$ cat config.mk
export PLATFORM = sky130hd
export DESIGN_NAME = remote_serial_command_port
export DESIGN_NICKNAME = d
export VERILOG_FILES = /design/src/logic/serial_port_pkg.sv /design/src/logic/remote_serial_command_port.sv
export SDC_FILE = /design/constraint.sdc
export NUM_CORES = 1
export LEC_CHECK = 0
export ABC_AREA = 1
export BUFFER_PORTS_ARGS = -buffer_cell sky130_fd_sc_hd__buf_2
export CAP_MARGIN = 20
export CORE_AREA = 2 2 123 125
export CTS_BUF_LIST = sky130_fd_sc_hd__clkbuf_4 sky130_fd_sc_hd__clkbuf_8 sky130_fd_sc_hd__clkbuf_16
export DETAILED_ROUTE_END_ITERATION = 16
export DIE_AREA = 0 0 125 127
export SLEW_MARGIN = 20
export SYNTH_ARGS = -nofsm -noshare
export SYNTH_HDL_FRONTEND = slang
export SYNTH_SLANG_ARGS = --single-unit
export TNS_END_PERCENT = 20
$ cat constraint.sdc
create_clock -name clk -period 2.8 [get_ports clk]
set_input_delay 0.56 -clock clk [delete_from_list [all_inputs] [get_ports clk]]
set_output_delay 0.56 -clock clk [all_outputs]
set_load 0.03 [all_outputs]
$ cat src/logic/serial_port_pkg.sv
// Constants shared by the remote serial command port.
// Assumes a 40 MHz system clock.
package serial_port_pkg;
  localparam int unsigned CLK_HZ    = 40000000;
  localparam int unsigned DATA_BITS = 8;
  localparam int unsigned STOP_BITS = 1;
  localparam logic [7:0] CHAR_LF    = 8'h0a;
  localparam logic [7:0] CHAR_CR    = 8'h0d;
  // Baud selection codes.
  localparam logic [2:0] BAUD_1200   = 3'h0;
  localparam logic [2:0] BAUD_9600   = 3'h1;
  localparam logic [2:0] BAUD_38400  = 3'h2;
  localparam logic [2:0] BAUD_57600  = 3'h3;
  localparam logic [2:0] BAUD_115200 = 3'h4;
  localparam int unsigned DIV_1200   = CLK_HZ / 1200;
  localparam int unsigned DIV_9600   = CLK_HZ / 9600;
  localparam int unsigned DIV_38400  = CLK_HZ / 38400;
  localparam int unsigned DIV_57600  = CLK_HZ / 57600;
  localparam int unsigned DIV_115200 = CLK_HZ / 115200;
  // Terminator selection codes; reset value is line feed alone.
  localparam logic [1:0] TERM_LF    = 2'h0;
  localparam logic [1:0] TERM_CR    = 2'h1;
  localparam logic [1:0] TERM_CRLF  = 2'h2;
  localparam logic [1:0] TERM_RESET = TERM_LF;
  localparam logic       IF_RS232   = 1'b0;
  localparam logic       IF_USB     = 1'b1;
endpackage : serial_port_pkg

$ cat src/logic/remote_serial_command_port.sv
// Serial front end of the remote-control port: receive, transmit with
// terminator insertion, line-end detection and keyboard lock.
// Assumes all inputs synchronous to clk; the serial lines idle high.
// Notes on behaviour
// 8 data bits, one stop, no parity
// Five selectable baud rates, both directions
// Exactly one interface, RS-232 or USB, active
// Line activity starts traffic and locks keyboard
// Terminator resets to line feed
// Terminator is LF, CR, or CR then LF
// Responses end with the configured terminator
// Host closes each command with the terminator
// Host uses the same rate and stop bits
// Low start bit, data sent LSB first
module remote_serial_command_port
  import serial_port_pkg::*;
#(
  parameter int unsigned BUF_DEPTH = 2
) (
  input  wire logic       clk,
  input  wire logic       sys_rst,
  input  wire logic [2:0] baud_sel,
  input  wire logic       remote_sel,
  input  wire logic       term_wr,
  input  wire logic [1:0] term_sel,
  input  wire logic       rs232_rxd,
  output logic            rs232_txd,
  input  wire logic       usb_rxd,
  output logic            usb_txd,
  output logic [7:0]      rx_data,
  output logic            rx_valid,
  input  wire logic       rx_ready,
  output logic            rx_line_end,
  input  wire logic [7:0] tx_data,
  input  wire logic       tx_last,
  input  wire logic       tx_valid,
  output logic            tx_ready,
  output logic [1:0]      line_terminator,
  output logic            key_lock,
  output logic            rx_frame_err
);
  // The buffer logic below is written for exactly two entries.
  if (BUF_DEPTH != 2) begin : g_depth_check
    $error("BUF_DEPTH must be 2");
  end

  typedef enum {IDLE, START, DATA, STOP} phase_t;

  logic [15:0] bit_div;
  always_comb begin
    unique case (baud_sel)
      BAUD_1200:   bit_div = 16'(DIV_1200);
      BAUD_9600:   bit_div = 16'(DIV_9600);
      BAUD_38400:  bit_div = 16'(DIV_38400);
      BAUD_57600:  bit_div = 16'(DIV_57600);
      default:     bit_div = 16'(DIV_115200);
    endcase
  end

  // Only the selected line is listened to; the other transmitter idles.
  logic rxd;
  logic txd;
  assign rxd       = (remote_sel == IF_USB) ? usb_rxd : rs232_rxd;
  assign rs232_txd = (remote_sel == IF_RS232) ? txd : 1'b1;
  assign usb_txd   = (remote_sel == IF_USB) ? txd : 1'b1;

  always_ff @(posedge clk or posedge sys_rst) begin
    if (sys_rst) begin
      line_terminator <= TERM_RESET;
    end else if (term_wr && term_sel != 2'h3) begin
      line_terminator <= term_sel;
    end
  end

  // Any low level on the chosen line locks the keyboard until reset.
  always_ff @(posedge clk or posedge sys_rst) begin
    if (sys_rst) begin
      key_lock <= 1'b0;
    end else if (!rxd) begin
      key_lock <= 1'b1;
    end
  end

  // Receiver: samples mid-bit.
  phase_t      rx_ph;
  logic [15:0] rx_cnt;
  logic [2:0]  rx_bit;
  logic [7:0]  rx_sh;
  logic        rx_cr_seen;
  logic        buf_full;
  logic        buf_wr;
  logic [7:0]  buf_d;
  logic        buf_end;
  always_ff @(posedge clk or posedge sys_rst) begin
    if (sys_rst) begin
      rx_ph        <= IDLE;
      rx_cnt       <= 16'h0000;
      rx_bit       <= 3'h0;
      rx_sh        <= 8'h00;
      rx_frame_err <= 1'b0;
      rx_cr_seen   <= 1'b0;
      buf_wr       <= 1'b0;
      buf_d        <= 8'h00;
      buf_end      <= 1'b0;
    end else begin
      buf_wr <= 1'b0;
      unique case (rx_ph)
        IDLE: if (!rxd) begin
          rx_ph  <= START;
          rx_cnt <= {1'b0, bit_div[15:1]};
        end
        START: if (rx_cnt == 16'h0000) begin
          rx_ph  <= rxd ? IDLE : DATA;
          rx_cnt <= bit_div;
          rx_bit <= 3'h0;
        end else rx_cnt <= rx_cnt - 16'h0001;
        DATA: if (rx_cnt == 16'h0000) begin
          rx_sh  <= {rxd, rx_sh[7:1]};
          rx_cnt <= bit_div;
          rx_bit <= rx_bit + 3'h1;
          if (rx_bit == 3'(DATA_BITS - 1)) rx_ph <= STOP;
        end else rx_cnt <= rx_cnt - 16'h0001;
        STOP: if (rx_cnt == 16'h0000) begin
          rx_ph        <= IDLE;
          rx_frame_err <= !rxd;
          // A character arriving with a full buffer is dropped.
          if (rxd && !buf_full) begin
            buf_wr <= 1'b1;
            buf_d  <= rx_sh;
            unique case (line_terminator)
              TERM_LF: buf_end <= (rx_sh == CHAR_LF);
              TERM_CR: buf_end <= (rx_sh == CHAR_CR);
              default: buf_end <= rx_cr_seen && (rx_sh == CHAR_LF);
            endcase
            rx_cr_seen <= (rx_sh == CHAR_CR);
          end
        end else rx_cnt <= rx_cnt - 16'h0001;
      endcase
    end
  end

  // Two-entry receive buffer between line and parser.
  logic [8:0] ent [2];
  logic [1:0] cnt;
  logic       rd;
  assign rd       = rx_valid && rx_ready;
  assign buf_full = (cnt == 2'h2);
  assign rx_valid = (cnt != 2'h0);
  assign rx_data  = ent[0][7:0];
  assign rx_line_end = ent[0][8];
  always_ff @(posedge clk or posedge sys_rst) begin
    if (sys_rst) begin
      cnt    <= 2'h0;
      ent[0] <= 9'h000;
      ent[1] <= 9'h000;
    end else begin
      if (rd) ent[0] <= ent[1];
      if (buf_wr) begin
        if (cnt == 2'h0 || (cnt == 2'h1 && rd)) ent[0] <= {buf_end, buf_d};
        else ent[1] <= {buf_end, buf_d};
      end
      cnt <= cnt + 2'(buf_wr) - 2'(rd);
    end
  end

  // Transmitter; after a byte flagged last it appends the terminator.
  phase_t      tx_ph;
  logic [15:0] tx_cnt;
  logic [2:0]  tx_bit;
  logic [7:0]  tx_sh;
  logic [1:0]  tx_pend;
  logic        tx_busy;
  assign tx_busy  = (tx_ph != IDLE);
  assign tx_ready = !tx_busy && tx_pend == 2'h0;
  always_ff @(posedge clk or posedge sys_rst) begin
    if (sys_rst) begin
      tx_ph   <= IDLE;
      tx_cnt  <= 16'h0000;
      tx_bit  <= 3'h0;
      tx_sh   <= 8'h00;
      tx_pend <= 2'h0;
      txd     <= 1'b1;
    end else begin
      unique case (tx_ph)
        IDLE: begin
          if (tx_pend != 2'h0) begin
            tx_sh   <= (tx_pend == 2'h2 || line_terminator == TERM_CR)
                       ? CHAR_CR : CHAR_LF;
            tx_pend <= tx_pend - 2'h1;
            tx_ph <= START;
            tx_cnt <= bit_div;
            txd   <= 1'b0;
          end else if (tx_valid) begin
            tx_sh  <= tx_data;
            tx_ph  <= START;
            tx_cnt <= bit_div;
            txd    <= 1'b0;
            if (tx_last) begin
              tx_pend <= (line_terminator == TERM_CRLF) ? 2'h2 : 2'h1;
            end
          end
        end
        START: if (tx_cnt == 16'h0000) begin
          tx_ph  <= DATA;
          tx_cnt <= bit_div;
          tx_bit <= 3'h0;
          txd    <= tx_sh[0];
          tx_sh  <= {1'b1, tx_sh[7:1]};
        end else tx_cnt <= tx_cnt - 16'h0001;
        DATA: if (tx_cnt == 16'h0000) begin
          tx_cnt <= bit_div;
          tx_bit <= tx_bit + 3'h1;
          if (tx_bit == 3'(DATA_BITS - 1)) begin
            tx_ph <= STOP;
            txd   <= 1'b1;
          end else begin
            txd   <= tx_sh[0];
            tx_sh <= {1'b1, tx_sh[7:1]};
          end
        end else tx_cnt <= tx_cnt - 16'h0001;
        STOP: if (tx_cnt == 16'h0000) tx_ph <= IDLE;
        else tx_cnt <= tx_cnt - 16'h0001;
      endcase
    end
  end

  property p_lock_on_activity;
    @(posedge clk) disable iff (sys_rst) !rxd |=> key_lock;
  endproperty
  a_lock_on_activity: assert property (p_lock_on_activity)
    else $error("keyboard not locked after line activity");

  property p_lock_sticks;
    @(posedge clk) disable iff (sys_rst) key_lock |=> key_lock;
  endproperty
  a_lock_sticks: assert property (p_lock_sticks)
    else $error("keyboard lock dropped");

  property p_idle_unselected;
    @(posedge clk) disable iff (sys_rst)
      (remote_sel == IF_USB) |-> rs232_txd;
  endproperty
  a_idle_unselected: assert property (p_idle_unselected)
    else $error("unselected transmitter active");

  property p_term_legal;
    @(posedge clk) disable iff (sys_rst) line_terminator != 2'h3;
  endproperty
  a_term_legal: assert property (p_term_legal)
    else $error("illegal terminator code");

  property p_start_low;
    @(posedge clk) disable iff (sys_rst)
      (tx_ph == IDLE ##1 tx_ph == START) |-> !txd;
  endproperty
  a_start_low: assert property (p_start_low)
    else $error("start bit not low");

  property p_stop_high;
    @(posedge clk) disable iff (sys_rst) tx_ph == STOP |-> txd;
  endproperty
  a_stop_high: assert property (p_stop_high)
    else $error("stop bit not high");

  property p_term_follows;
    @(posedge clk) disable iff (sys_rst)
      (tx_valid && tx_ready && tx_last) |=> tx_pend != 2'h0;
  endproperty
  a_term_follows: assert property (p_term_follows)
    else $error("terminator not scheduled");

  property p_rate_fixed;
    @(posedge clk) disable iff (sys_rst)
      (tx_ph == START && $past(tx_ph) == IDLE) |-> tx_cnt == bit_div;
  endproperty
  a_rate_fixed: assert property (p_rate_fixed)
    else $error("bit period not the selected rate");
endmodule : remote_serial_command_port

==> flow_summary.toml, run 1 <==
[pwr]
vdd_drop_max_uv = 633
power_per_cell_area_nw_per_um2 = 980
p_leak_uw = 0.00333

[timing]
slew-limit-headroom = 0.570
unrepaired_setup_endpoints_after_global_routing = "false"
setup-violations-final = 0
final.min_clock_period_ns = 2.27
layout_setup_ws_ns = 0.529
report.final.slew_viol_count = 0
max_freq_ghz = 0.440
finalCritPeriodShare = 0.811
timing_worst_slew_pin_value_ns = 0.646
totalNegativeSetupSlack_ns = 0
worst_hold_margin_ns = 0.274
timing.clock.skew_ns = 0.00671
timing.final.hold_violations = 0

[placement]
hpwl_um = 9960
globalplace.congestion = 0.835
io_buffer_count = 38
preCtsSetupSlack_ns = 0.566

[drt]
via_count = 4898
drcViolationCount = 0
drt-initial-drc-count = 314
number_of_nets_with_antenna_violations_after_detailed_routing = 0
detail_route.wl_per_cell_um = 13.2
detail_route.vias_per_cell = 4.86
dr.pass1.iters = 5
totalWireLength_um = 13300

[clock_tree]
clock_tree.htree_level_count = 3
clock_sink_count = 96
root_buffer_cell = "sky130_fd_sc_hd__clkbuf_16"
ctsResizeCount = 0
ctsHoldBuffers = 0
clkSlewWorstSetupHoldPaths_ns = 0.07
post_cts_buffers = 0
total_cts_buffers = 9
cts_tree = "done"
ctsLongestPathBuffers = 2
clock_insertion_delay_worst_skew_ns = 0.36

[global_routing]
total_routing_resource_utilization_after_global_routing = 0.177
use_met1 = 0.239
antenna_violations_before_repair = 0
grt_remaining_overflow = 0
grtUsageMet3 = 0.0406
first_global_vias = 4751
grt_use_met2 = 0.286
gr_busiest_metal = "met2"
grt_max_degree = 28
grt_pass1_wl_um = 23000

[floorplanning]
core_ar_um2 = 14400
die-area_um2 = 15900
fp.dieW_um = 125
io-pin-count = 39
num_rows = 44
die-height_um = 127
effective_utilization_at_floorplan = 0.407

[setup_path]
timing.critical_path.slowest_stage_cell = "sky130_fd_sc_hd__dfrtp_1"
crit_path_end_kind = "output port"
regToRegStartpoint = "cnt[1]"
reg_to_reg_endpoint = "cnt[1]"
timing.reg2reg.worst_path_depth = 9
r2r_setup_slack_ns = 0.58
setup_crit_end = "tx_ready"
worst_ep_arrival_time_ns = 1.71
crit_chain = "inv_1, ha_1, inv_2, nor2_2, buf_2"
nature_of_the_critical_path_startpoint = "register"
worst-setup-path-type = "register to output port"
worst-endpoint-required_ns = 2.24
kind_of_cell_adding_the_most_delay_to_the_critical_path = "buffers and inverters"
cp_num_cells = 5
cp_slowest_stage_delay_ns = 0.41
worst-path-buf-inv = 3
setup.worst_path.start = "tx_ph[0]"
timing.critical_path.fanout_max = 9

[logic_synthesis]
synthTopCellsByArea = "sky130_fd_sc_hd__dfrtp_1 (41%), sky130_fd_sc_hd__nand2_1 (14%), sky130_fd_sc_hd__inv_1 (6.0%)"
synth_nets = 825
synth.largest_area_cell = "sky130_fd_sc_hd__dfrtp_1"
yosys_warnings = 0
netlist_area_um2 = 5860
postSynth.topFlopCell = "sky130_fd_sc_hd__dfrtp_1"
syn_area_per_cell_um2 = 7.47
synth_cells = 785
ys_types = 45
postSynth.asyncResetShare = 1.00
synth-seq-cells = 96
synth_top_cell_area_share = 0.405
synth-edff-count = 0
sequential_fraction_of_the_synthesis_area = 0.410

[finish]
diodes = 0
seq_area_um2 = 2400
fillCellCount = 1493
layout.cells.most_common_list = "sky130_fd_sc_hd__nand2_1 (220), sky130_fd_sc_hd__dfrtp_1 (95), sky130_fd_sc_hd__inv_1 (93)"
area_delta_synth_final_pct = 11.0
mostFrequentLayoutCell = "sky130_fd_sc_hd__nand2_1"
total_area_of_multi_input_combinational_cells_um2 = 2920
finalCoreUtilization = 0.451
nNetsFinal = 859
post_route_cells_drive_above_1_share = 0.141

[flow_run]
max_cap_violations = 0

[run_status]
run_status = "finished, final reports clean"

[hold_path]
holdCritPathClass = "input port to asynchronous set/reset pin"
[power breakdown]
group          leakage (uW)  total, uW  internal, uW  switching, uW
logic               0.00192       3090          1030           2060
clock network      0.000152       1310           732            579
registers           0.00126       1980          1710            273
total               0.00333       6380          3470           2910
[cell type report]
class,instances,area share
clock buffers,10,0.0367
clock inverters,6,0.0115
inverters,101,0.0600
multi-input cells,566,0.448
flip-flops and latches,96,0.369
well taps,184,0.0354
repair buffers,45,0.0392
[cells in the mapped netlist (8+ instances only)]
cell type                 instances
sky130_fd_sc_hd__nor2_1          74
sky130_fd_sc_hd__nor2_2          10
sky130_fd_sc_hd__nand3_1         49
sky130_fd_sc_hd__dfrtp_1         95
sky130_fd_sc_hd__xor2_1          16
sky130_fd_sc_hd__o21ai_0         50
sky130_fd_sc_hd__nor3_1          10
sky130_fd_sc_hd__a31oi_1          8
sky130_fd_sc_hd__o21ai_1         11
sky130_fd_sc_hd__a21oi_1         39
sky130_fd_sc_hd__nand2_1        220
sky130_fd_sc_hd__ha_1            18
sky130_fd_sc_hd__buf_4           11
sky130_fd_sc_hd__inv_1           94
sky130_fd_sc_hd__o21ai_2         12
[kinds of logic (layout without fill, tap and decap cells)]
kind of cell	Yosys count	in the layout	synth area share
muxes	7	7	0.0132
xor gates and xnor gates	22	22	0.0329
adders and majority gates	18	18	0.0384
and+or+nand+nor	390	390	0.285
AOI/OAI and AO/OA	129	129	0.128
DFF	96	96	0.410
buffers and inverters	123	162	0.0928
[worst min path at each step]
stage / from / to / cells past startpoint
2_1_floorplan: txd / txd / 2
3_3_place_gp: ent[4] / ent[4] / 2
3_5_place_dp: txd / txd / 2
4_1_cts: sys_rst / rx_cnt[6] / 2
5_1_grt: sys_rst / rx_cnt[6] / 2
6_report: sys_rst / rx_cnt[7] / 2
[layer usage]
| metal | vias to the layer above | part of all wire |
|---|---|---|
| li1 | 2571 | - |
| met1 | 2222 | 0.48 |
| met2 | 94 | 0.46 |
| met3 | 11 | 0.048 |
| met4 | 0 | 0.012 |
| met5 | - | 0 |
[sequential cells by signal (all words and copies together) (netlist names), 2 cells and up, named ones only]
register         count
tx_cnt              16
rx_sh                8
rx_bit               3
buf_d                8
tx_ph                2
rx_cnt              16
tx_pend              2
cnt                  2
tx_bit               3
ent                  9
rx_data              8
tx_sh                8
line_terminator      2
[through the flow]
stage	std cells	power [uW]	cell area, um2
final	1008	6380	6510
after CTS	1008	6430	6510
after floorplan	785	4450	5870
after global routing	1008	7010	6510
after global placement	992	5070	6200
after detailed placement	992	5090	6200
Power figures use the tool's default switching activity.
==> inputs of run 2 (changes only) <==
Settings changed: ABC_AREA 1 to 0, CORE_AREA 2 2 123 125 to 2 2 119 121, DIE_AREA 0 0 125 127 to 0 0 121 123.
Clock period 2.8 ns to 2.23 ns, I/O delays scaled along.
==> flow_summary.toml, run 2 <==
[setup_path]
nature_of_the_critical_path_startpoint = "register"
worst-endpoint-required_ns = 2.51
worst-setup-path-type = "register to register"
worst_ep_arrival_time_ns = 2.64
crit_path_end_kind = "register"
timing.critical_path.fanout_max = 4

[drt]
drcViolationCount = 0
number_of_nets_with_antenna_violations_after_detailed_routing = 0
via_count = 4718
detail_route.vias_per_cell = 5.42
drt-initial-drc-count = 274
totalWireLength_um = 13600
detail_route.wl_per_cell_um = 15.6
dr.pass1.iters = 4

[logic_synthesis]
synth.most_common_cell = "sky130_fd_sc_hd__dfrtp_1"
synth-edff-count = 0
synthTopCellsByArea = "sky130_fd_sc_hd__dfrtp_1 (43%), sky130_fd_sc_hd__mux2_1 (4.9%), sky130_fd_sc_hd__nand2_1 (4.5%)"
yosys_warnings = 0
synth_nets = 625
postSynth.asyncResetShare = 1.00
synth-seq-cells = 96
sequential_fraction_of_the_synthesis_area = 0.436
syn_area_per_cell_um2 = 9.41
synth_top_cell_area_share = 0.432
ys_types = 67
netlist_area_um2 = 5510
yosys-top-cells-count = "sky130_fd_sc_hd__dfrtp_1 (95), sky130_fd_sc_hd__nand2_1 (66), sky130_fd_sc_hd__nor2_1 (48), sky130_fd_sc_hd__o21ai_0 (35), sky130_fd_sc_hd__a21oi_1 (29)"
synth.largest_area_cell = "sky130_fd_sc_hd__dfrtp_1"
synth_cells = 585
postSynth.topFlopCell = "sky130_fd_sc_hd__dfrtp_1"

[finish]
registers_with_the_highest_flip_flop_counts = "rx_cnt x16, tx_cnt x16, ent x9"
fillCellCount = 1202
seq_area_um2 = 2400
mostFrequentLayoutCell = "sky130_fd_sc_hd__dfrtp_1"
finalCoreUtilization = 0.519
area_delta_synth_final_pct = 28.2
layout.cells.non_filler = 871
total_area_of_multi_input_combinational_cells_um2 = 3100
diodes = 0
post_route_cells_drive_above_1_share = 0.310
layout.cells.most_common_list = "sky130_fd_sc_hd__dfrtp_1 (95), sky130_fd_sc_hd__buf_4 (76), sky130_fd_sc_hd__nand2_1 (62)"
nNetsFinal = 726

[pwr]
vdd_drop_max_uv = 905
finalPower_uw = 9100
cellInternalPower_uw = 5280
power_frac_clock = 0.176
combinationalPowerShare = 0.553
power.net_switching_uw = 3820
switching_share = 0.420
power_per_cell_area_nw_per_um2 = 1290
pwr-share-seq = 0.271
p_leak_uw = 0.00335

[placement]
preCtsSetupSlack_ns = -0.314
io_buffer_count = 38
hpwl_um = 9750
globalplace.congestion = 0.911
placedCellCount = 848

[clock_tree]
clkSlewWorstSetupHoldPaths_ns = 0.08
clock_tree.htree_level_count = 3
total_cts_buffers = 9
root_buffer_cell = "sky130_fd_sc_hd__clkbuf_16"
cts_tree = "done"
clock_insertion_delay_worst_skew_ns = 0.36
ctsLongestPathBuffers = 2
clock_sink_count = 96

[floorplanning]
core_ar_um2 = 13600
die-area_um2 = 14900
effective_utilization_at_floorplan = 0.405
num_rows = 43
fp.dieW_um = 121
io-pin-count = 39
die-height_um = 123

[timing]
layout_setup_ws_ns = -0.126
finalCritPeriodShare = 1.06
final.min_clock_period_ns = 2.36
timing_worst_slew_pin_value_ns = 0.649
unrepaired_setup_endpoints_after_global_routing = "true"
setup-violations-final = 18
max_freq_ghz = 0.424
timing.final.hold_violations = 0
slew-limit-headroom = 0.567
timing.clock.skew_ns = 0.00821
report.final.slew_viol_count = 0

[run_status]
failed_checks = "setup timing"
run_status = "finished, violations left"

[global_routing]
grt_max_degree = 41
grt_remaining_overflow = 0
grt_pass1_wl_um = 22400
first_global_vias = 4543
total_routing_resource_utilization_after_global_routing = 0.189
antenna_violations_before_repair = 0

[flow_run]
max_cap_violations = 0

[hold_path]
holdCritPathClass = "input port to asynchronous set/reset pin"
[run 2: cell count changes in the layout (fill, tap and decap cells not counted), moves of 11 or more]
cell	before	now
sky130_fd_sc_hd__o21ai_0	50	32
sky130_fd_sc_hd__mux2i_1	1	14
sky130_fd_sc_hd__inv_1	93	16
sky130_fd_sc_hd__mux2_1	0	21
sky130_fd_sc_hd__xor2_1	16	5
sky130_fd_sc_hd__nand3_1	49	8
sky130_fd_sc_hd__nand2_1	220	62
sky130_fd_sc_hd__o21ai_1	11	24
sky130_fd_sc_hd__a21oi_1	39	24
sky130_fd_sc_hd__buf_4	6	76
sky130_fd_sc_hd__nor2_1	74	44
sky130_fd_sc_hd__nor2b_1	0	11
[run 2: timing repair]
item	4_1_cts	5_1_grt
buffers inserted	5	2
pin swaps	19	17
setup endpoints to repair	70	51
cloned	0	0
hold buffers	0	0
resized for setup	31	40
[run 2: power by group through the flow]
stage | Combinational (uW) | Sequential, uW | Clock, uW
after floorplan | 2880 | 2460 | 0
after global placement | 4420 | 2450 | 0
after detailed placement | 4510 | 2470 | 0
after CTS | 4770 | 2450 | 1660
after global routing | 5510 | 2520 | 1730
final | 5040 | 2460 | 1600
[run 2: critical path, stage by stage, from the launching register on]
cell and delay (ns):
sky130_fd_sc_hd__dfrtp_1 0.39, sky130_fd_sc_hd__inv_2 0.08, sky130_fd_sc_hd__ha_4 0.13, sky130_fd_sc_hd__or4b_4 0.50, sky130_fd_sc_hd__buf_6 0.14, sky130_fd_sc_hd__nor4_4 0.15, sky130_fd_sc_hd__and2_4 0.21, sky130_fd_sc_hd__nand2_4 0.05
sky130_fd_sc_hd__or4_4 0.46, sky130_fd_sc_hd__o211ai_2 0.18
[run 2: per-stage QoR]
stage | TNS (ns) | hold slack, ns | area [um2]
global placement | -9.09 | 0.450 | 6400
finish | -0.956 | 0.170 | 7060
CTS | -1.05 | 0.189 | 6880
detailed placement | -11.66 | 0.452 | 6400
floorplan | -5.60 | 0.449 | 5510
global route | -4.16 | 0.211 | 7060
[run 2: cell type report]
cell class / count / share of cell area
Timing Repair Buffer: 126 / 0.132
Inverter: 19 / 0.0106
Sequential cell: 96 / 0.340
Clock inverter: 7 / 0.0133
Tap cell: 180 / 0.0319
Clock buffer: 9 / 0.0319
Multi-Input combinational cell: 434 / 0.440
[run 2: worst paths after layout]
| kind | startpoint | endpoint | slack (ns) | depth (start not counted) |
|---|---|---|---|---|
| worst max-delay path | rx_cnt[0] | rx_cnt[7] | -0.13 | 9 |
| worst min-delay path | sys_rst | line_terminator[0] | 0.17 | 2 |
| worst max register to register | rx_cnt[0] | rx_cnt[7] | -0.13 | 9 |
| worst min register to register | key_lock | key_lock | 0.47 | 1 |
| max in group asynchronous | sys_rst | txd | 1.42 | 3 |
| min in group clk | term_sel[0] | line_terminator[0] | 0.34 | 3 |
[run 2: per-layer routing]
layer	vias to the layer above	wire (um)	track usage
met5	-	0	0
met4	0	193	0.0523
met3	17	486	0.0447
met2	81	6810	0.326
met1	2315	6080	0.239
li1	2305	-	-
[run 2: cell families (layout without fill, tap and decap cells)]
logic type,count (synthesis),in the layout,synth area share
xor gates and xnor gates,7,7,0.0111
adders and majority gates,18,18,0.0409
AOI/OAI and AO/OA,151,151,0.175
muxes,48,48,0.0948
buffers and inverters,55,161,0.0466
DFF,96,96,0.436
and+or+nand+nor,210,210,0.195
==> inputs of run 3 (changes only) <==
Settings changed: REMOVE_ABC_BUFFERS set to 1.
==> flow_summary.toml, run 3 (synthesis results as in run 2) <==
[setup_path]
regToRegStartpoint = "rx_cnt[0]"
crit_path_end_kind = "register"
reg_to_reg_endpoint = "rx_cnt[7]"
setup.worst_path.start = "rx_cnt[0]"
timing.critical_path.fanout_max = 4
worst_ep_arrival_time_ns = 2.59
worst-setup-path-type = "register to register"
r2r_setup_slack_ns = -0.14
nature_of_the_critical_path_startpoint = "register"
worst-endpoint-required_ns = 2.45
timing.reg2reg.worst_path_depth = 8

[hold_path]
holdCritPathClass = "input port to asynchronous set/reset pin"

[global_routing]
grt_pass1_wl_um = 22900
antenna_violations_before_repair = 0
grt_remaining_overflow = 0
total_routing_resource_utilization_after_global_routing = 0.192
first_global_vias = 4752
grt_max_degree = 51

[timing]
timing.final.hold_violations = 0
finalCritPeriodShare = 1.06
timing.clock.skew_ns = 0.00625
unrepaired_setup_endpoints_after_global_routing = "true"
layout_setup_ws_ns = -0.141
timing_worst_slew_pin_value_ns = 0.452
setup-violations-final = 16
slew-limit-headroom = 0.696
final.min_clock_period_ns = 2.37
report.final.slew_viol_count = 0
max_freq_ghz = 0.422
totalNegativeSetupSlack_ns = -1.31

[finish]
registers_with_the_highest_flip_flop_counts = "rx_cnt x16, tx_cnt x16, ent x9"
mostFrequentLayoutCell = "sky130_fd_sc_hd__dfrtp_1"
nNetsFinal = 734
layout.cells.most_common_list = "sky130_fd_sc_hd__dfrtp_1 (95), sky130_fd_sc_hd__buf_4 (90), sky130_fd_sc_hd__nand2_1 (64)"
area_delta_synth_final_pct = 26.5
post_route_cells_drive_above_1_share = 0.299
layout.cells.non_filler = 879
fillCellCount = 1266
diodes = 0

[floorplanning]
num_rows = 43
die-area_um2 = 14900
effective_utilization_at_floorplan = 0.405
core_ar_um2 = 13600
die-height_um = 123
io-pin-count = 39
fp.dieW_um = 121

[drt]
detail_route.wl_per_cell_um = 15.4
dr.pass1.iters = 5
via_count = 4773
number_of_nets_with_antenna_violations_after_detailed_routing = 0
detail_route.vias_per_cell = 5.43
drcViolationCount = 0
totalWireLength_um = 13600
drt-initial-drc-count = 251

[placement]
globalplace.congestion = 0.835
io_buffer_count = 38
hpwl_um = 9870
placedCellCount = 854

[pwr]
power.net_switching_uw = 3690
switching_share = 0.413
pwr-share-seq = 0.274
cellInternalPower_uw = 5240
power_frac_clock = 0.173
power_per_cell_area_nw_per_um2 = 1280
combinationalPowerShare = 0.553
vdd_drop_max_uv = 1260
p_leak_uw = 0.00336

[clock_tree]
clock_tree.htree_level_count = 3
total_cts_buffers = 9
ctsLongestPathBuffers = 2
cts_tree = "done"
root_buffer_cell = "sky130_fd_sc_hd__clkbuf_16"
clock_insertion_delay_worst_skew_ns = 0.36
clock_sink_count = 96
ctsHoldBuffers = 0
clkSlewWorstSetupHoldPaths_ns = 0.07

[run_status]
run_status = "finished, violations left"
failed_checks = "setup timing"

[flow_run]
max_cap_violations = 0
[run 3: cell type report]
cell class,count,area (um2),share of cell area
Clock inverter,6,61.3,0.00880
Multi-Input combinational cell,434,3010,0.432
Tap cell,180,225,0.0323
Timing Repair Buffer,134,960,0.138
Inverter,19,73.8,0.0106
Clock buffer,10,233,0.0334
Sequential cell,96,2400,0.345
[run 3: worst max-delay path, stage by stage (launching register included)]
cell	delay, ns
sky130_fd_sc_hd__dfrtp_1	0.39
sky130_fd_sc_hd__inv_2	0.09
sky130_fd_sc_hd__ha_4	0.13
sky130_fd_sc_hd__or4b_4	0.50
sky130_fd_sc_hd__or4_4	0.56
sky130_fd_sc_hd__a21oi_4	0.22
sky130_fd_sc_hd__o21ai_0	0.12
sky130_fd_sc_hd__nand2_1	0.13
sky130_fd_sc_hd__o211ai_2	0.10
[run 3: stage by stage]
step	setup slack (ns)	instance area [um2]	utilization	hold slack, ns	total power [uW]
global route	-0.227	6960	0.512	0.105	9610
detailed placement	-0.373	6430	0.472	0.449	7020
CTS	-0.122	6840	0.502	0.0861	8760
floorplan	-0.720	5320	-	0.449	5220
global placement	-0.304	6430	0.472	0.450	6880
finish	-0.141	6960	0.512	0.0716	8930
[run 3: worst max path at each step]
stage                                      end  slack, ns  cells past startpoint
detailed placement                   rx_cnt[7]      -0.37                      9
global route                         rx_cnt[1]      -0.23                     10
floorplan           asynchronous set/reset pin      -0.72                      1
finish                               rx_cnt[7]      -0.14                      8
global placement                    rx_cnt[15]      -0.30                      9
CTS                                 rx_cnt[11]      -0.12                      9
[run 3: timing repair]
| item | in CTS | in global routing |
|---|---|---|
| setup buffers | 7 | 2 |
| endpoints found under the setup margin | 69 | 68 |
| pin swaps | 12 | 16 |
| resized for setup | 16 | 27 |
| gates cloned | 0 | 0 |
[run 3: routing by layer]
| metal | up-vias | share of wire | track usage |
|---|---|---|---|
| met2 | 93 | 0.51 | 0.334 |
| met5 | - | 0 | 0 |
| li1 | 2320 | - | - |
| met4 | 0 | 0.015 | 0.0647 |
| met3 | 16 | 0.033 | 0.0355 |
| met1 | 2344 | 0.44 | 0.242 |
[run 3: power by group through the flow]
stage | combinational (uW) | clock [uW] | sequential, uW
3_3_place_gp | 4450 | 0 | 2440
6_report | 4940 | 1550 | 2450
3_5_place_dp | 4560 | 0 | 2450
5_1_grt | 5460 | 1640 | 2500
4_1_cts | 4750 | 1580 | 2430
2_1_floorplan | 2730 | 0 | 2490
